**src/core/ldsr_pkg.sv**
```systemverilog
// ldsr package: register map, field layout, timing constants, carriers and helpers
package ldsr_pkg;
	// ------------------------------------------------------------------
	// register map (word index, byte address is four times the index)
	// ------------------------------------------------------------------
	localparam int DATA_W = 32;
	localparam int ADDR_W = 8;
	localparam int FRAME_W = 24;
	localparam logic [5:0] IDX_STATUS2 = 6'h06;
	localparam logic [5:0] IDX_VOLTAGE = 6'h07;
	localparam logic [5:0] IDX_IRQ_STAT = 6'h10;
	localparam logic [5:0] IDX_IRQ_MASK = 6'h11;
	localparam logic [5:0] IDX_CONTROL = 6'h12;

	// ------------------------------------------------------------------
	// field positions
	// ------------------------------------------------------------------
	localparam int BIT_WD_HI = 16;
	localparam int BIT_WD_LO = 15;
	localparam int BIT_OVP = 7;
	localparam int BIT_FAULT = 6;
	localparam int BIT_DIN = 5;
	localparam int V1_HI = 23;
	localparam int V1_LO = 16;
	localparam int V2_HI = 15;
	localparam int V2_LO = 8;
	localparam int CTL_BOOST_ON = 0;
	localparam int CTL_BOOST_OFF = 1;
	localparam int CTL_W = 2;
	localparam int IRQ_FAULT = 0;
	localparam int IRQ_ADC1 = 1;
	localparam int IRQ_ADC2 = 2;
	localparam int IRQ_DIN = 3;
	localparam int IRQ_W = 4;
	localparam logic [CTL_W-1:0] CTL_RESET = 2'h0;
	localparam logic [IRQ_W-1:0] IRQ_RESET = 4'h0;
	localparam logic [7:0] ADC_RESET = 8'h00;

	// ------------------------------------------------------------------
	// timing
	// ------------------------------------------------------------------
	localparam int CLK_PERIOD_NS = 50;
	localparam int FILTER_TIME_NS = 50000;
	localparam int FILTER_CYC = (FILTER_TIME_NS + CLK_PERIOD_NS - 1) / CLK_PERIOD_NS;
	localparam int AUTO_RETRY_NS = 10000000;
	localparam int AUTO_RETRY_CYC = AUTO_RETRY_NS / CLK_PERIOD_NS;
	localparam int SYNC_HALF_NS = 500;
	localparam int SYNC_HALF_CYC = SYNC_HALF_NS / CLK_PERIOD_NS;
	localparam int WD_BAND1 = 24;
	localparam int WD_BAND2 = 50;
	localparam int WD_BAND3 = 74;
	localparam int WD_FULL = 100;
	localparam logic [1:0] WD_Q0 = 2'h0;
	localparam logic [1:0] WD_Q1 = 2'h1;
	localparam logic [1:0] WD_Q2 = 2'h2;
	localparam logic [1:0] WD_Q3 = 2'h3;

	// ------------------------------------------------------------------
	// carriers and states
	// ------------------------------------------------------------------
	typedef struct packed {
		logic [7:0] sample;
		logic strobe;
		logic buckOff;
		logic pwmMode;
		logic offEnding;
	} ldsr_adc_in_t;

	typedef enum logic [1:0] {
		BUS_IDLE = 2'b01,
		BUS_ANSWER = 2'b10
	} ldsr_bus_state_t;

	// ------------------------------------------------------------------
	// helpers
	// ------------------------------------------------------------------
	function automatic logic [FRAME_W-1:0] parityFrame(input logic [FRAME_W-1:0] body);
		return {body[FRAME_W-1:1], ~(^body[FRAME_W-1:1])};
	endfunction

	function automatic logic [1:0] wdBand(input logic [15:0] el, input logic [15:0] lim);
		logic [23:0] e;
		logic [23:0] l;
		e = 24'(el) * 24'(WD_FULL);
		l = 24'(lim);
		if (e < l * 24'(WD_BAND1))
			return WD_Q0;
		else if (e < l * 24'(WD_BAND2))
			return WD_Q1;
		else if (e < l * 24'(WD_BAND3))
			return WD_Q2;
		return WD_Q3;
	endfunction
endpackage

```
**src/core/ldsr_led_driver_status_readback.sv**
```systemverilog
// ldsr top: status readback, boost feedback fault handling and Avalon-MM register slave
//
// What this block does
// RULE1 - feedback pin short to ground sets the boost feedback fault flag, bit 6
// RULE2 - with fault set and boost off, boost may not start
// RULE3 - fault setting while boost runs switches boost off at once
// RULE4 - while fault is set no sync clock leaves the sync pin
// RULE5 - fault in fallback safe mode also pulls the compensation pin low
// RULE6 - fault flag is never set while the boost off setting is one
// RULE7 - boost stays disabled until a read-clear of the fault is acknowledged; in fallback safe mode the auto retry wrap also clears it and boost restarts
// RULE8 - fallback safe mode clears the fault every auto retry period
// RULE9 - bit 5 is a read-only filtered copy of the direct input pin
// RULE10 - bit 0 is odd parity; unused bits read zero
// RULE11 - bits 23..16 hold string 1 off-time voltage, read-clear
// RULE12 - bits 15..8 hold string 2 off-time voltage, read-clear
// RULE13 - pin or command switched buck refreshes its field all through off-state
// RULE14 - dimming generator buck refreshes once per period before off-phase ends
// RULE15 - watchdog progress reports elapsed time in four bands
// RULE16 - overvoltage flag is not set while the fault flag is one
// RULE17 - reading the voltage register returns fields then zeroes them
//
// The Avalon-MM slave port was decided locally.
`timescale 1ns/1ps
module ldsr_led_driver_status_readback
	import ldsr_pkg::*;
#(
	parameter int AUTO_RETRY_CYCLES = AUTO_RETRY_CYC,
	parameter int FILTER_CYCLES = FILTER_CYC,
	parameter int SYNC_HALF_CYCLES = SYNC_HALF_CYC
) (
	input wire logic ref_clk,
	input wire logic reset_n,
	input wire logic [ADDR_W-1:0] avs_address,
	input wire logic avs_read,
	input wire logic avs_write,
	input wire logic [DATA_W-1:0] avs_writedata,
	input wire logic [3:0] avs_byteenable,
	output logic [DATA_W-1:0] avs_readdata,
	output logic avs_waitrequest,
	input wire logic fbShortRaw,
	input wire logic dinRaw,
	input wire logic ovpRaw,
	input wire logic fallbackSafeMode,
	input wire ldsr_adc_in_t adcCh1,
	input wire ldsr_adc_in_t adcCh2,
	input wire logic [15:0] wdElapsed,
	input wire logic [15:0] wdLimit,
	output logic boostRun_q,
	output logic syncIoOut_q,
	output logic syncIoOe_q,
	output logic compPullOut_q,
	output logic compPullOe_q,
	output logic irq_q
);
	// ------------------------------------------------------------------
	// local sizes
	// ------------------------------------------------------------------
	localparam int RW = $clog2(AUTO_RETRY_CYCLES + 1);
	localparam logic [RW-1:0] RETRY_LAST = RW'(AUTO_RETRY_CYCLES - 1);
	localparam int SW = $clog2(SYNC_HALF_CYCLES + 1);
	localparam logic [SW-1:0] SYNC_LAST = SW'(SYNC_HALF_CYCLES - 1);
	localparam int PAD_W = DATA_W - FRAME_W;

	// ------------------------------------------------------------------
	// state
	// ------------------------------------------------------------------
	ldsr_bus_state_t state_q;
	ldsr_bus_state_t state_d;
	logic boostFeedbackFault_q;
	logic boostOvervoltageFlag_q;
	logic [CTL_W-1:0] control_q;
	logic [IRQ_W-1:0] irqStat_q;
	logic [IRQ_W-1:0] irqMask_q;
	logic [RW-1:0] retryCnt_q;
	logic [SW-1:0] syncCnt_q;
	logic directInputPrev_q;
	logic [1:0] watchdogProgress_q;
	logic fbShortLvl;
	logic ovpLvl;
	logic directInputState;
	logic [7:0] string1OfftimeVoltage;
	logic [7:0] string2OfftimeVoltage;
	logic adc1Refreshed;
	logic adc2Refreshed;

	// ------------------------------------------------------------------
	// pin conditioning
	// ------------------------------------------------------------------
	ldsr_level_filter #(
		.CYCLES(1)
	) u_fb_sync (
		.ref_clk(ref_clk),
		.reset_n(reset_n),
		.pinRaw(fbShortRaw),
		.level_q(fbShortLvl)
	);

	ldsr_level_filter #(
		.CYCLES(1)
	) u_ovp_sync (
		.ref_clk(ref_clk),
		.reset_n(reset_n),
		.pinRaw(ovpRaw),
		.level_q(ovpLvl)
	);

	// direct input replica uses the full input filter time
	ldsr_level_filter #(
		.CYCLES(FILTER_CYCLES)
	) u_din_filter ( // RULE9
		.ref_clk(ref_clk),
		.reset_n(reset_n),
		.pinRaw(dinRaw),
		.level_q(directInputState)
	);

	// ------------------------------------------------------------------
	// bus decode
	// ------------------------------------------------------------------
	wire logic [5:0] regIdx = avs_address[ADDR_W-1:2];
	wire logic busReq = avs_read || avs_write;
	wire logic takeReq = (state_q == BUS_IDLE) && busReq;
	wire logic commit = state_q == BUS_ANSWER;
	wire logic rdCommit = commit && avs_read;
	wire logic wrCommit = commit && avs_write && avs_byteenable[0];
	wire logic hitStatus2 = regIdx == IDX_STATUS2;
	wire logic hitVoltage = regIdx == IDX_VOLTAGE;
	wire logic hitIrqStat = regIdx == IDX_IRQ_STAT;
	wire logic hitIrqMask = regIdx == IDX_IRQ_MASK;
	wire logic hitControl = regIdx == IDX_CONTROL;
	wire logic clearFaultCmd = rdCommit && hitStatus2; // RULE7
	wire logic clearVoltage = rdCommit && hitVoltage; // RULE17
	wire logic boostOnCmd = control_q[CTL_BOOST_ON];
	wire logic boostOffSetting = control_q[CTL_BOOST_OFF];

	always_comb begin
		case (state_q)
			BUS_IDLE: state_d = takeReq ? BUS_ANSWER : BUS_IDLE;
			BUS_ANSWER: state_d = BUS_IDLE;
			default: state_d = BUS_IDLE;
		endcase
	end

	// ------------------------------------------------------------------
	// boost feedback fault
	// ------------------------------------------------------------------
	wire logic retryWrap = fallbackSafeMode && (retryCnt_q == RETRY_LAST);
	wire logic [RW-1:0] retryCnt_d = (!fallbackSafeMode || retryWrap) ? '0 : retryCnt_q + 1'b1;
	wire logic faultSet = fbShortLvl && !boostOffSetting; // RULE1 RULE6
	wire logic faultClear = clearFaultCmd || retryWrap; // RULE7 RULE8
	// a short still present at the clear keeps the flag set
	wire logic fault_d = faultSet || (boostFeedbackFault_q && !faultClear);
	wire logic boostRun_d = boostOnCmd && !boostOffSetting && !fault_d; // RULE2 RULE3 RULE7
	wire logic syncIoOe_d = !fault_d; // RULE4
	wire logic compPullOe_d = fault_d && fallbackSafeMode; // RULE5
	wire logic ovp_d = ovpLvl && !fault_d && !boostOffSetting; // RULE16

	// ------------------------------------------------------------------
	// sync clock divider
	// ------------------------------------------------------------------
	wire logic syncWrap = syncCnt_q == SYNC_LAST;
	wire logic [SW-1:0] syncCnt_d = syncWrap ? '0 : syncCnt_q + 1'b1;
	// held low while disabled so re-enable starts on a clean edge
	wire logic syncIoOut_d = syncIoOe_d ? (syncIoOut_q ^ syncWrap) : 1'b0; // RULE4

	// ------------------------------------------------------------------
	// off-time voltage fields
	// ------------------------------------------------------------------
	ldsr_adc_field u_adc1 ( // RULE11
		.ref_clk(ref_clk),
		.reset_n(reset_n),
		.ch(adcCh1),
		.clearReq(clearVoltage),
		.field_q(string1OfftimeVoltage),
		.refreshed_q(adc1Refreshed)
	);

	ldsr_adc_field u_adc2 ( // RULE12
		.ref_clk(ref_clk),
		.reset_n(reset_n),
		.ch(adcCh2),
		.clearReq(clearVoltage),
		.field_q(string2OfftimeVoltage),
		.refreshed_q(adc2Refreshed)
	);

	// ------------------------------------------------------------------
	// interrupts
	// ------------------------------------------------------------------
	wire logic [IRQ_W-1:0] irqEvent = {directInputState != directInputPrev_q,
		adc2Refreshed, adc1Refreshed, faultSet && !boostFeedbackFault_q};
	wire logic [IRQ_W-1:0] irqW1c = (wrCommit && hitIrqStat) ? avs_writedata[IRQ_W-1:0] : '0;
	wire logic [IRQ_W-1:0] irqStat_d = (irqStat_q & ~irqW1c) | irqEvent;
	wire logic [IRQ_W-1:0] irqMask_d = (wrCommit && hitIrqMask) ? avs_writedata[IRQ_W-1:0]
		: irqMask_q;
	wire logic [CTL_W-1:0] control_d = (wrCommit && hitControl) ? avs_writedata[CTL_W-1:0]
		: control_q;

	// ------------------------------------------------------------------
	// readback frames
	// ------------------------------------------------------------------
	logic [FRAME_W-1:0] status2Body;
	logic [FRAME_W-1:0] voltageBody;

	always_comb begin
		status2Body = '0;
		status2Body[BIT_WD_HI:BIT_WD_LO] = watchdogProgress_q; // RULE15
		status2Body[BIT_OVP] = boostOvervoltageFlag_q;
		status2Body[BIT_FAULT] = boostFeedbackFault_q; // RULE1
		status2Body[BIT_DIN] = directInputState; // RULE9
	end

	always_comb begin
		voltageBody = '0;
		voltageBody[V1_HI:V1_LO] = string1OfftimeVoltage; // RULE11
		voltageBody[V2_HI:V2_LO] = string2OfftimeVoltage; // RULE12
	end

	wire logic [FRAME_W-1:0] status2Frame = parityFrame(status2Body); // RULE10
	wire logic [FRAME_W-1:0] voltageFrame = parityFrame(voltageBody); // RULE10
	// unmapped addresses read zero and writes to them are dropped
	wire logic [DATA_W-1:0] readMux =
		hitStatus2 ? {{PAD_W{1'b0}}, status2Frame} :
		hitVoltage ? {{PAD_W{1'b0}}, voltageFrame} :
		hitIrqStat ? {{(DATA_W-IRQ_W){1'b0}}, irqStat_q} :
		hitIrqMask ? {{(DATA_W-IRQ_W){1'b0}}, irqMask_q} :
		hitControl ? {{(DATA_W-CTL_W){1'b0}}, control_q} : '0;

	// ------------------------------------------------------------------
	// registers
	// ------------------------------------------------------------------
	always_ff @(posedge ref_clk) begin
		if (!reset_n) begin
			state_q <= BUS_IDLE;
			avs_waitrequest <= 1'b1;
			avs_readdata <= '0;
		end else begin
			state_q <= state_d;
			avs_waitrequest <= !takeReq;
			avs_readdata <= (takeReq && avs_read) ? readMux : avs_readdata;
		end
	end

	always_ff @(posedge ref_clk) begin
		if (!reset_n) begin
			boostFeedbackFault_q <= 1'b0;
			boostOvervoltageFlag_q <= 1'b0;
			boostRun_q <= 1'b0;
			syncIoOe_q <= 1'b0;
			syncIoOut_q <= 1'b0;
			compPullOe_q <= 1'b0;
			compPullOut_q <= 1'b0;
		end else begin
			boostFeedbackFault_q <= fault_d;
			boostOvervoltageFlag_q <= ovp_d;
			boostRun_q <= boostRun_d;
			syncIoOe_q <= syncIoOe_d;
			syncIoOut_q <= syncIoOut_d;
			compPullOe_q <= compPullOe_d;
			compPullOut_q <= 1'b0;
		end
	end

	always_ff @(posedge ref_clk) begin
		if (!reset_n) begin
			retryCnt_q <= '0;
			syncCnt_q <= '0;
			control_q <= CTL_RESET;
			irqStat_q <= IRQ_RESET;
			irqMask_q <= IRQ_RESET;
			irq_q <= 1'b0;
			directInputPrev_q <= 1'b0;
			watchdogProgress_q <= WD_Q0;
		end else begin
			retryCnt_q <= retryCnt_d;
			syncCnt_q <= syncCnt_d;
			control_q <= control_d;
			irqStat_q <= irqStat_d;
			irqMask_q <= irqMask_d;
			irq_q <= |(irqStat_q & irqMask_q);
			directInputPrev_q <= directInputState;
			watchdogProgress_q <= wdBand(wdElapsed, wdLimit); // RULE15
		end
	end

	// ------------------------------------------------------------------
	// checks
	// ------------------------------------------------------------------
	a_fault_sets: assert property (@(posedge ref_clk) disable iff (!reset_n) // RULE1
		fbShortLvl && !boostOffSetting |=> boostFeedbackFault_q)
		else $error("fault flag not set after feedback short");

	a_no_start: assert property (@(posedge ref_clk) disable iff (!reset_n) // RULE2
		boostFeedbackFault_q && !boostRun_q && !faultClear |=> !boostRun_q)
		else $error("boost started while fault set");

	a_fault_stops: assert property (@(posedge ref_clk) disable iff (!reset_n) // RULE3
		boostFeedbackFault_q |-> !boostRun_q)
		else $error("boost running with fault set");

	a_sync_silent: assert property (@(posedge ref_clk) disable iff (!reset_n) // RULE4
		boostFeedbackFault_q |-> !syncIoOe_q && !syncIoOut_q)
		else $error("sync clock delivered during fault");

	a_comp_pull: assert property (@(posedge ref_clk) disable iff (!reset_n) // RULE5
		$past(fallbackSafeMode) && $rose(boostFeedbackFault_q) |-> compPullOe_q)
		else $error("comp not pulled low in safe mode fault");

	a_never_set: assert property (@(posedge ref_clk) disable iff (!reset_n) // RULE6
		boostOffSetting && !boostFeedbackFault_q |=> !boostFeedbackFault_q)
		else $error("fault set while boost off setting is one");

	a_fault_holds: assert property (@(posedge ref_clk) disable iff (!reset_n) // RULE7
		boostFeedbackFault_q && !clearFaultCmd && !retryWrap |=> boostFeedbackFault_q)
		else $error("fault cleared without read-clear");

	a_auto_clear: assert property (@(posedge ref_clk) disable iff (!reset_n) // RULE8
		retryWrap && !fbShortLvl && boostFeedbackFault_q |=> !boostFeedbackFault_q)
		else $error("auto retry did not clear fault");

	a_parity_odd: assert property (@(posedge ref_clk) disable iff (!reset_n) // RULE10
		$fell(avs_waitrequest) && avs_read && (hitStatus2 || hitVoltage)
		|-> (^avs_readdata[FRAME_W-1:0]) && (avs_readdata[DATA_W-1:FRAME_W] == '0))
		else $error("status frame parity not odd");

	a_direct_load: assert property (@(posedge ref_clk) disable iff (!reset_n) // RULE13
		adcCh1.strobe && adcCh1.buckOff && !adcCh1.pwmMode
		|=> string1OfftimeVoltage == $past(adcCh1.sample))
		else $error("string 1 field not refreshed in off-state");

	a_pwm_hold: assert property (@(posedge ref_clk) disable iff (!reset_n) // RULE14
		adcCh2.pwmMode && !adcCh2.offEnding && !clearVoltage
		|=> $stable(string2OfftimeVoltage))
		else $error("string 2 field moved outside off-phase end");

	a_ovp_block: assert property (@(posedge ref_clk) disable iff (!reset_n) // RULE16
		boostFeedbackFault_q |-> !boostOvervoltageFlag_q)
		else $error("overvoltage flag set during fault");

	a_read_clear: assert property (@(posedge ref_clk) disable iff (!reset_n) // RULE17
		clearVoltage && !adcCh1.strobe && !adcCh2.strobe
		|=> string1OfftimeVoltage == ADC_RESET && string2OfftimeVoltage == ADC_RESET)
		else $error("voltage fields not cleared by read");

	a_bus_answer: assert property (@(posedge ref_clk) disable iff (!reset_n)
		takeReq |=> !avs_waitrequest ##1 avs_waitrequest)
		else $error("bus answer not one cycle after take");
endmodule // ldsr_led_driver_status_readback

```
**src/core/ldsr_level_filter.sv**
```systemverilog
// ldsr level filter: two-flop synchroniser followed by a stability counter
`timescale 1ns/1ps
module ldsr_level_filter
	import ldsr_pkg::*;
#(
	parameter int CYCLES = FILTER_CYC
) (
	input wire logic ref_clk,
	input wire logic reset_n,
	input wire logic pinRaw,
	output logic level_q
);
	localparam int CW = $clog2(CYCLES + 1);
	localparam logic [CW-1:0] LAST = CW'(CYCLES - 1);

	logic meta_q;
	logic sync_q;
	logic [CW-1:0] cnt_q;
	wire logic differs = sync_q != level_q;
	wire logic settle = differs && (cnt_q == LAST);
	wire logic [CW-1:0] cnt_d = (!differs || settle) ? '0 : cnt_q + 1'b1;

	// glitches shorter than the filter time restart the count and never pass
	always_ff @(posedge ref_clk) begin
		if (!reset_n) begin
			meta_q <= 1'b0;
			sync_q <= 1'b0;
			cnt_q <= '0;
			level_q <= 1'b0;
		end else begin
			meta_q <= pinRaw;
			sync_q <= meta_q;
			cnt_q <= cnt_d;
			level_q <= settle ? sync_q : level_q;
		end
	end
endmodule // ldsr_level_filter

```
**src/core/ldsr_adc_field.sv**
```systemverilog
// ldsr adc field: one string's off-time voltage field with read-clear
`timescale 1ns/1ps
module ldsr_adc_field
	import ldsr_pkg::*;
(
	input wire logic ref_clk,
	input wire logic reset_n,
	input wire ldsr_adc_in_t ch,
	input wire logic clearReq,
	output logic [7:0] field_q,
	output logic refreshed_q
);
	// dimming generator: one sample per period at the end of off-phase
	wire logic refresh = ch.strobe && (ch.pwmMode ? ch.offEnding : ch.buckOff); // RULE13 RULE14
	// a fresh sample beats a clear landing in the same cycle
	wire logic [7:0] field_d = refresh ? ch.sample : (clearReq ? ADC_RESET : field_q); // RULE17

	always_ff @(posedge ref_clk) begin
		if (!reset_n) begin
			field_q <= ADC_RESET;
			refreshed_q <= 1'b0;
		end else begin
			field_q <= field_d;
			refreshed_q <= refresh;
		end
	end
endmodule // ldsr_adc_field

```
**config.mk**
```make
export PLATFORM = sky130hd
export DESIGN_NAME = ldsr_led_driver_status_readback
export DESIGN_NICKNAME = d
export VERILOG_FILES = /design/src/core/ldsr_pkg.sv /design/src/core/ldsr_led_driver_status_readback.sv /design/src/core/ldsr_level_filter.sv /design/src/core/ldsr_adc_field.sv
export SDC_FILE = /design/constraint.sdc
export NUM_CORES = 1
export LEC_CHECK = 0
export ABC_AREA = 1
export BUFFER_PORTS_ARGS = -buffer_cell sky130_fd_sc_hd__buf_2
export CAP_MARGIN = 20
export CORE_MARGIN = 1
export CORE_UTILIZATION = 60
export CTS_BUF_LIST = sky130_fd_sc_hd__clkbuf_4
export DETAILED_ROUTE_END_ITERATION = 10
export GPL_TIMING_DRIVEN = 0
export PLACE_DENSITY = 0.83
export SYNTH_ARGS = -nofsm -noshare
export SYNTH_HDL_FRONTEND = slang
export SYNTH_SLANG_ARGS = --single-unit
```
**constraint.sdc**
```tcl
create_clock -name ref_clk -period 4.3 [get_ports ref_clk]
set_input_delay 0.215 -clock ref_clk [delete_from_list [all_inputs] [get_ports ref_clk]]
set_output_delay 0.215 -clock ref_clk [all_outputs]
set_load 0.005 [all_outputs]
```
==> results of run 1 <==
-- worst register-to-register path, delay by kind of cell, from the launching register on --
kind | cells | cell delay (ns)
adder cells (fa/ha/maj) | 1 | 0.21
flip-flops | 1 | 0.36
buffers and inverters | 5 | 0.50
AND/OR/NAND/NOR | 9 | 0.87
-- cell type report --
type	instances	share of cell area [%]
multi-input cells	1008	63.0
flip-flops and latches	107	17.6
inverters	296	9.12
repair buffers	121	5.75
well taps	229	2.35
plain buffers	24	1.08
clock inverters	7	0.565
clock buffers	9	0.555
diodes	1	0.0205
-- flip-flops by register name, indices dropped and copies added (netlist names), 2 cells and up --
register,count
avs_readdata,23
u_adc1.field_q,8
syncCnt_q,4
state_q,2
watchdogProgress_q,2
control_q,2
u_adc2.field_q,8
irqStat_q,4
retryCnt_q,18
u_din_filter.cnt_q,10
irqMask_q,4
-- routing by layer --
layer / track usage [%] / share of wire [%] / vias to the layer above
met5: 0 / 0 / -
met4: 7.51 / 1.8 / 0
met3: 2.50 / 3.3 / 35
met2: 48.2 / 50 / 190
met1: 31.3 / 45 / 4528
li1: - / - / 4901
-- through the flow --
step | util (%) | std cells | hold slack [ns] | instance area [sq um]
after global placement | 66.0 | 1766 | 0.396 | 11900
after CTS | 67.8 | 1801 | 0.00144 | 12200
after global routing | 67.8 | 1801 | 0.0433 | 12200
after floorplan | - | 1435 | 0.313 | 11100
final | 67.8 | 1802 | 0.0349 | 12200
after detailed placement | 66.0 | 1766 | 0.404 | 11900
-- Yosys cell counts (all sizes together) --
cell | n | area [sq um]
dfxtp | 107 | 2140
clkbuf | 9 | 33.8
a21o | 2 | 15.0
a31oi | 6 | 37.5
nand3b | 7 | 52.6
nand2 | 230 | 881
a21boi | 6 | 48.8
a221o | 2 | 20.0
nand4 | 14 | 100
a31o | 1 | 8.76
clkinv | 2 | 7.51
o211ai | 4 | 30.0
and2 | 1 | 7.51
nor3b | 2 | 15.0
o21bai | 3 | 22.5
buf | 15 | 97.6
nor4b | 1 | 23.8
conb | 1 | 3.75
nor4 | 2 | 12.5
a32o | 16 | 160
a221oi | 1 | 8.76
o21a | 4 | 30.0
xnor2 | 33 | 289
nand3 | 64 | 340
o21ai | 49 | 275
o22ai | 5 | 31.3
o31ai | 2 | 15.0
a21oi | 128 | 656
nor2 | 82 | 360
ha | 212 | 2650
inv | 294 | 1100
a211oi | 3 | 22.5
or2 | 2 | 12.5
a311oi | 1 | 8.76
fa | 48 | 961
nor3 | 21 | 143
xor2 | 44 | 385
-- power breakdown --
part | switching [W] | internal (W)
combinational | 0.00161 | 0.00107
clock | 0.000360 | 0.000134
sequential | 0.0000258 | 0.00103
-- path summary, 6_finish.rpt --
| check | start | slack (ns) | to |
|---|---|---|---|
| worst max-delay path | wdElapsed[3] | 0.32 | watchdogProgress_q[1] |
| worst min-delay path | avs_writedata[2] | 0.03 | irqMask_q[2] |
| worst max register to register | retryCnt_q[0] | 2.34 | retryCnt_q[15] |
| worst min register to register | u_ovp_sync.meta_q | 0.44 | u_ovp_sync.sync_q |
-- cell families after synthesis --
kind of cell               after synthesis  synth area share, %
and+or+nand+nor                        426                 17.7
buffers and inverters                  320                 11.3
other                                    1               0.0340
xor gates and xnor gates                77                 6.12
DFF                                    107                 19.4
adders and majority gates              260                 32.8
AOI/OAI and AO/OA                      233                 12.6
==> results.txt, run 1 <==
The number of buffers added by the clock tree synthesis step came out at 9. The clock skew is 0.0232 ns. At the end of the flow, the number of nets in the layout was 1,935. The count of endpoints failing setup in the final report came out at 0. The number of buffers and inverters on the critical path is 3. The total of warnings raised by yosys is 0.

The instance count of the mapped netlist is 1,424. The cell at the root of the clock tree is sky130_fd_sc_hd__clkbuf_4. The CTS clock-pin slew for the worst setup and hold paths is 0.18 ns. The number of global-route vias before repair is 9,326. Across the VDD grid, the largest voltage drop is 245 uV. The number of cells traversed by the worst hold path is 3. The wire length of the first global-routing pass came out at 39,700 microns.

The detailed router finished its first iteration with 412 violations. The deepest level of the CTS H-tree came out at 3. The library cell used most frequently in the layout, excluding fill and tap cells, is sky130_fd_sc_hd__inv_1.

The number of sinks driven by the clock tree is 107. The maximum single-stage delay on the critical path came out at slightly above 0.5 ns. The static power due to leakage is 6.44 nW. The critical-path maximum fanout came out at 6. For this run, the detailed router's first-pass iteration total came to 4. The combined global-route utilization of all metal layers is 25.9%. The fraction of final layout cells sized beyond drive strength 1 came out at 11.6%.

The count of nets left with antenna violations once routing finished came out at 0. The mean cell area of the mapped netlist is roughly 7.7 sq um. The final-layout fill cell count is 1,478.

The total of buffers placed on input and output ports came out at 102. The pin count of the biggest net entering global routing came out at 21. The area of all sequential standard cells is roughly 2100 sq um. The initialized floorplan defines 49 standard-cell rows. The buffer depth of the longest clock path came out at 2. The area of the core is 18,000 sq um. The combined area of the multi-input logic cells is 7670 sq um. The post-detailed-route wirelength per cell is 13.0 microns.

The number of different library cells in the post-synthesis netlist is between 50 and 60. The kind of cell adding the most delay to the critical path is adder cells. Setup repair after global routing left no endpoint under its margin. For this design, the CTS-stage hold fixing added 19 buffers. The worst register-to-register path has a depth of 15. Summed over all layers, the global routing overflow is 0. Summing internal, switching and leakage power gives between 0.004 and 0.005 W. The final weighted congestion in routability-driven placement is 0.941. The sum of routed wire length over all layers came out at between 20,000 and 25,000 microns.

Once detailed placement completed, the half-perimeter wirelength came to 19,400 microns. The clock insertion delay at the later pin of the skew report is between 0.4 and 0.5 ns. Leaving out fill and tap cells, the most frequent cells in the layout are 289 x sky130_fd_sc_hd__inv_1, 223 x sky130_fd_sc_hd__nand2_1, 212 x sky130_fd_sc_hd__ha_1. In the routed design, unresolved DRC markers number 0. The vias after detailed routing is 9,654. The time the worst path needs with I/O delays and setup came out at 3.98 ns.

The buffers inserted during post-CTS setup optimization is 0. Compared with the post-synthesis result, the final layout area differs by 10.6%. The die is about 140 microns tall. The die area is between 15,000 and 20,000 sq um. The flow ran to the end, and the final reports show no timing, DRC or antenna violations.

The critical path start-end classification is input pin to register. The synthesized design contains 107 register bits. Across the run, the number of max-cap violations was 0. The starting utilization of the core area came out at 61.3%. The actual slew at the worst max-slew pin is between 0.7 and 0.8 ns. The number of max-slew violations in the final report came to 0. The worst endpoint required time came out at 4.67 ns. TritonCTS built the clock tree.

The share of the yosys chip area belonging to registers came out at 19.4%. The largest individual stage delay along the critical path comes from the cell sky130_fd_sc_hd__fa_1. Data on the critical path arrives at its endpoint at about 4.4 ns. The critical path depth is 25. The count of boundary I/O pins is ~150. Summing every instance area after synthesis gives about 11,000 sq um. The endpoint kind of the worst setup timing path is a register.

The smallest setup slack after layout came out at around 0.32 ns. The number of gates resized after CTS is 0. The number of hold violations in the final report is 0. The horizontal die dimension is 137 microns.

The maximum clock rate came out at between 200 and 300 MHz. The via-per-instance ratio is 5.36. The initial antenna violation count is 0.

The relative max-transition margin is 52.4%. Dividing total power by cell area gives a power density of 347 nW/um^2. The worst path uses 92.5% of the clock period. The cell with the most instances on the worst path is sky130_fd_sc_hd__nand2_1. The sum of negative setup slack came out at 0 ns.

The path class of the lowest-slack min-delay path is input pin to register. The post-placement worst setup slack came out at -0.0450 ns. STA classifies the critical path startpoint as an input pin.
Power figures use the tool's default switching activity.
==> inputs of run 2 (changes only) <==
--- a/config.mk
+++ b/config.mk
@@ -14,6 +14,7 @@
 export DETAILED_ROUTE_END_ITERATION = 10
 export GPL_TIMING_DRIVEN = 0
 export PLACE_DENSITY = 0.83
+export SETUP_SLACK_MARGIN = 0.2
 export SYNTH_ARGS = -nofsm -noshare
 export SYNTH_HDL_FRONTEND = slang
 export SYNTH_SLANG_ARGS = --single-unit
==> constraint.sdc (replaced) <==
create_clock -name ref_clk -period 4.3 [get_ports ref_clk]
set_input_delay 0.43 -clock ref_clk [delete_from_list [all_inputs] [get_ports ref_clk]]
set_output_delay 0.43 -clock ref_clk [all_outputs]
set_load 0.005 [all_outputs]
==> run 2 against run 1 <==
Core utilization is 0.091 points higher. Setup slack better by 0.033 ns. First-iteration DRC count fell by 17%. Count of clock-buffer cells in the layout did not move. Total power rose by 4.1%. Clock skew is 0.0040 ns lower. Design area rose by 0.13%. Cell count shrank 0.61%. Fmax increased by 0.84%. Register-to-register slack hardly changed. Sequential share of layout area barely moved. Largest cell class unchanged. Largest power group unchanged.
==> results.txt, run 2 (same netlist as run 1, synthesis figures left out) <==
The flow ran to the end, and the final reports show no timing, DRC or antenna violations. The clock drives 107 sinks. The wire-length estimate of the detail-placed layout is approximately 19,000 microns. The initial utilization of the core area, before any placement, comes to 61.3%. Across the run, the number of max-cap violations was 0. The number of max-slew violations in the final report is 0. The sum of routed wire segments on met1 came out at ~10,000 microns. At the worst endpoint, the required time is approximately 4.7 ns.

The DRC violation total after the first TritonRoute iteration is 341. The clock insertion delay at the later pin of the skew report came out at 0.48 ns. The die area came out at 18,900 sq um. The total power after layout is about 0.0044 W.

Walking the worst path, the cells encountered are buf_2, ha_1, ha_1, inv_1, fa_1, inv_1, ha_4, a21oi_2, nor2_1, nor2_1, o21ai_4, xor2_2, buf_4, ha_1, a21oi_1, o21ai_0, a21oi_1, nand2_1, a21oi_1, nand2_1, nand2_1, nand2_1, a21oi_2, a21oi_2. The worst setup path is of the input pin to register kind. The die is ~140 microns wide. The actual slew at the worst max-slew pin is 0.683 ns. The relative max-transition margin came out at roughly 54%. Ranked by flip-flop count, first place goes to avs_readdata. In this run the top signal layer used is met4. The post-route DRC violation count is 0. After detailed routing, the total wire length is 23,400 microns. The leftover overflow at the end of global routing is 0.

The wire length of the first global-routing pass is 38,900 microns. The wire length on met3 came out at 859 microns. The critical-path maximum fanout is 4.

The critical-path cell with the highest stage delay is sky130_fd_sc_hd__fa_1. The cell area reported after detailed placement is 11,900 sq um. The number of hold violations in the final report was 0. The number of global-route vias before repair came to 9,147. The static power due to leakage is 6.42 nW. The most frequent standard cell in the layout excluding fill and tap cells is sky130_fd_sc_hd__inv_1. The share of the clock period used by the worst path came out at between 90% and 100%. The kind of cell adding the most delay to the critical path is adder cells. approximately 150 I/O pins were placed. The area overhead of the layout relative to synthesis came out at 10.7%. The total of buffers placed on input and output ports came out at approximately 100.

The utilization after layout is 67.9%. The number of detailed-routing iterations run before antenna repair is 5. The fraction of final layout cells sized beyond drive strength 1 came out at 13.5%. The floorplan step defined a core boundary enclosing 18,000 sq um. The root buffer cell chosen for the clock tree is sky130_fd_sc_hd__clkbuf_4.

In this run the worst hold path is classified as input pin to register. The maximum single-stage delay on the critical path is approximately 0.50 ns. The combined global-route utilization of all metal layers came out at 25.4%. The final instance area is 12,200 sq um.

The initial antenna violation count came out at 0. The maximum clock rate came out at between 200 and 300 MHz. The pin count of the biggest net entering global routing is 21. The total number of nets in the final design is between 1,500 and 2,000. The routed layout has 9,595 vias. TritonCTS built the clock tree.

Setup repair after global routing left no endpoint under its margin. The height of the chip is 137 microns. The buffer depth of the longest clock path is 2. The number of buffers added by the clock tree synthesis step came out at 9. Subtracting the final worst setup slack from the clock period gives 3.94 ns.

The number of routed nets with antenna violations came out at 0. The number of buffers and inverters on the critical path came out at 4. The worst setup path is launched from an input pin. Power spread over the standard cell area amounts to around 360 nW/um^2. The arrival time at the worst endpoint is 4.33 ns. The number of flip-flops under the largest register name is 23.

The clock skew came out at 0.0192 ns. The via-per-instance ratio is 5.36. The routed length on met2 came out at 11,800 microns.

In this run the core area contains 49 standard-cell rows. In the layout the commonest cells are 289 x sky130_fd_sc_hd__inv_1, 222 x sky130_fd_sc_hd__nand2_1, 205 x sky130_fd_sc_hd__ha_1. The count of endpoints failing setup in the final report is 0. The maximum ir drop on the vdd rail is 248 uV. The post-detailed-route wirelength per cell is ~13 microns. The endpoint kind of the worst setup timing path is a register.

The CTS clock-pin slew for the worst setup and hold paths came out at 0.16 ns. Counting stages on the worst path, the most repeated cell is sky130_fd_sc_hd__nand2_1. At the end of routability-driven placement, the weighted congestion stood at ~0.94. The H-tree was split into 3 levels. The largest registers in the layout are avs_readdata: 23 flops, retryCnt_q: 18 flops, u_din_filter.cnt_q: 10 flops.
## run 2: cell types whose count changed in the layout (fill, tap and decap cells not counted), sizes merged
cell	delta
dlygate4sd3	-19
buf	+5
clkbuf	+3
## run 2: metrics by stage
step,setup TNS [ns],setup WS (ns),std cells,hold WS (ns)
2_1_floorplan,0,0.504,1435,0.390
3_3_place_gp,-0.384,-0.203,1766,0.396
3_5_place_dp,-0.518,-0.260,1766,0.404
4_1_cts,0,0.225,1782,0.115
5_1_grt,0,0.0976,1790,0.113
6_report,0,0.355,1791,0.133
## run 2: timing repair
action / in CTS / in global routing
endpoints found under the setup margin: 0 / 2
hold buffers: 0 / 0
gates resized for setup: 0 / 27
buffers inserted: 0 / 8
## run 2: final timing paths
path              slack, ns              start                     to  depth (start not counted)
setup / recovery       0.36       wdElapsed[5]  watchdogProgress_q[0]                         24
hold / removal         0.13             ovpRaw      u_ovp_sync.meta_q                          3
hold reg to reg        0.44  u_ovp_sync.meta_q      u_ovp_sync.sync_q                          2
setup reg to reg       2.34      retryCnt_q[0]         retryCnt_q[15]                         15
## run 2: where the power goes
| part | switching, W | internal [W] | total (W) | leakage (nW) |
|---|---|---|---|---|
| clock | 0.000362 | 0.000134 | 0.000497 | 0.0747 |
| combinational | 0.00168 | 0.00118 | 0.00286 | 5.47 |
| sequential | 0.0000247 | 0.00103 | 0.00105 | 0.871 |
| total | 0.00206 | 0.00234 | 0.00441 | 6.42 |
## run 2: worst register-to-register path: cells and delay by family, from the launching register on
family                   cells  cell delay, ns
AND/OR/NAND/NOR              9            0.87
buffers and inverters        5            0.50
flip-flops                   1            0.36
adder cells (fa/ha/maj)      1            0.21
## run 2: layer usage
metal / track usage (%) / vias to the layer above
li1: - / 4873
met1: 31.2 / 4508
met2: 47.3 / 184
met3: 2.21 / 30
met4: 6.17 / 0
met5: 0 / -
## run 2: area by class of cell
class / instances / area, sq um
Timing Repair Buffer: 110 / 578
Tap cell: 229 / 287
Antenna cell: 1 / 2.50
Sequential cell: 107 / 2140
Clock inverter: 7 / 68.8
Fill cell: 1473 / 5770
Buffer: 24 / 131
Clock buffer: 9 / 67.6
Inverter: 296 / 1110
Multi-Input combinational cell: 1008 / 7810
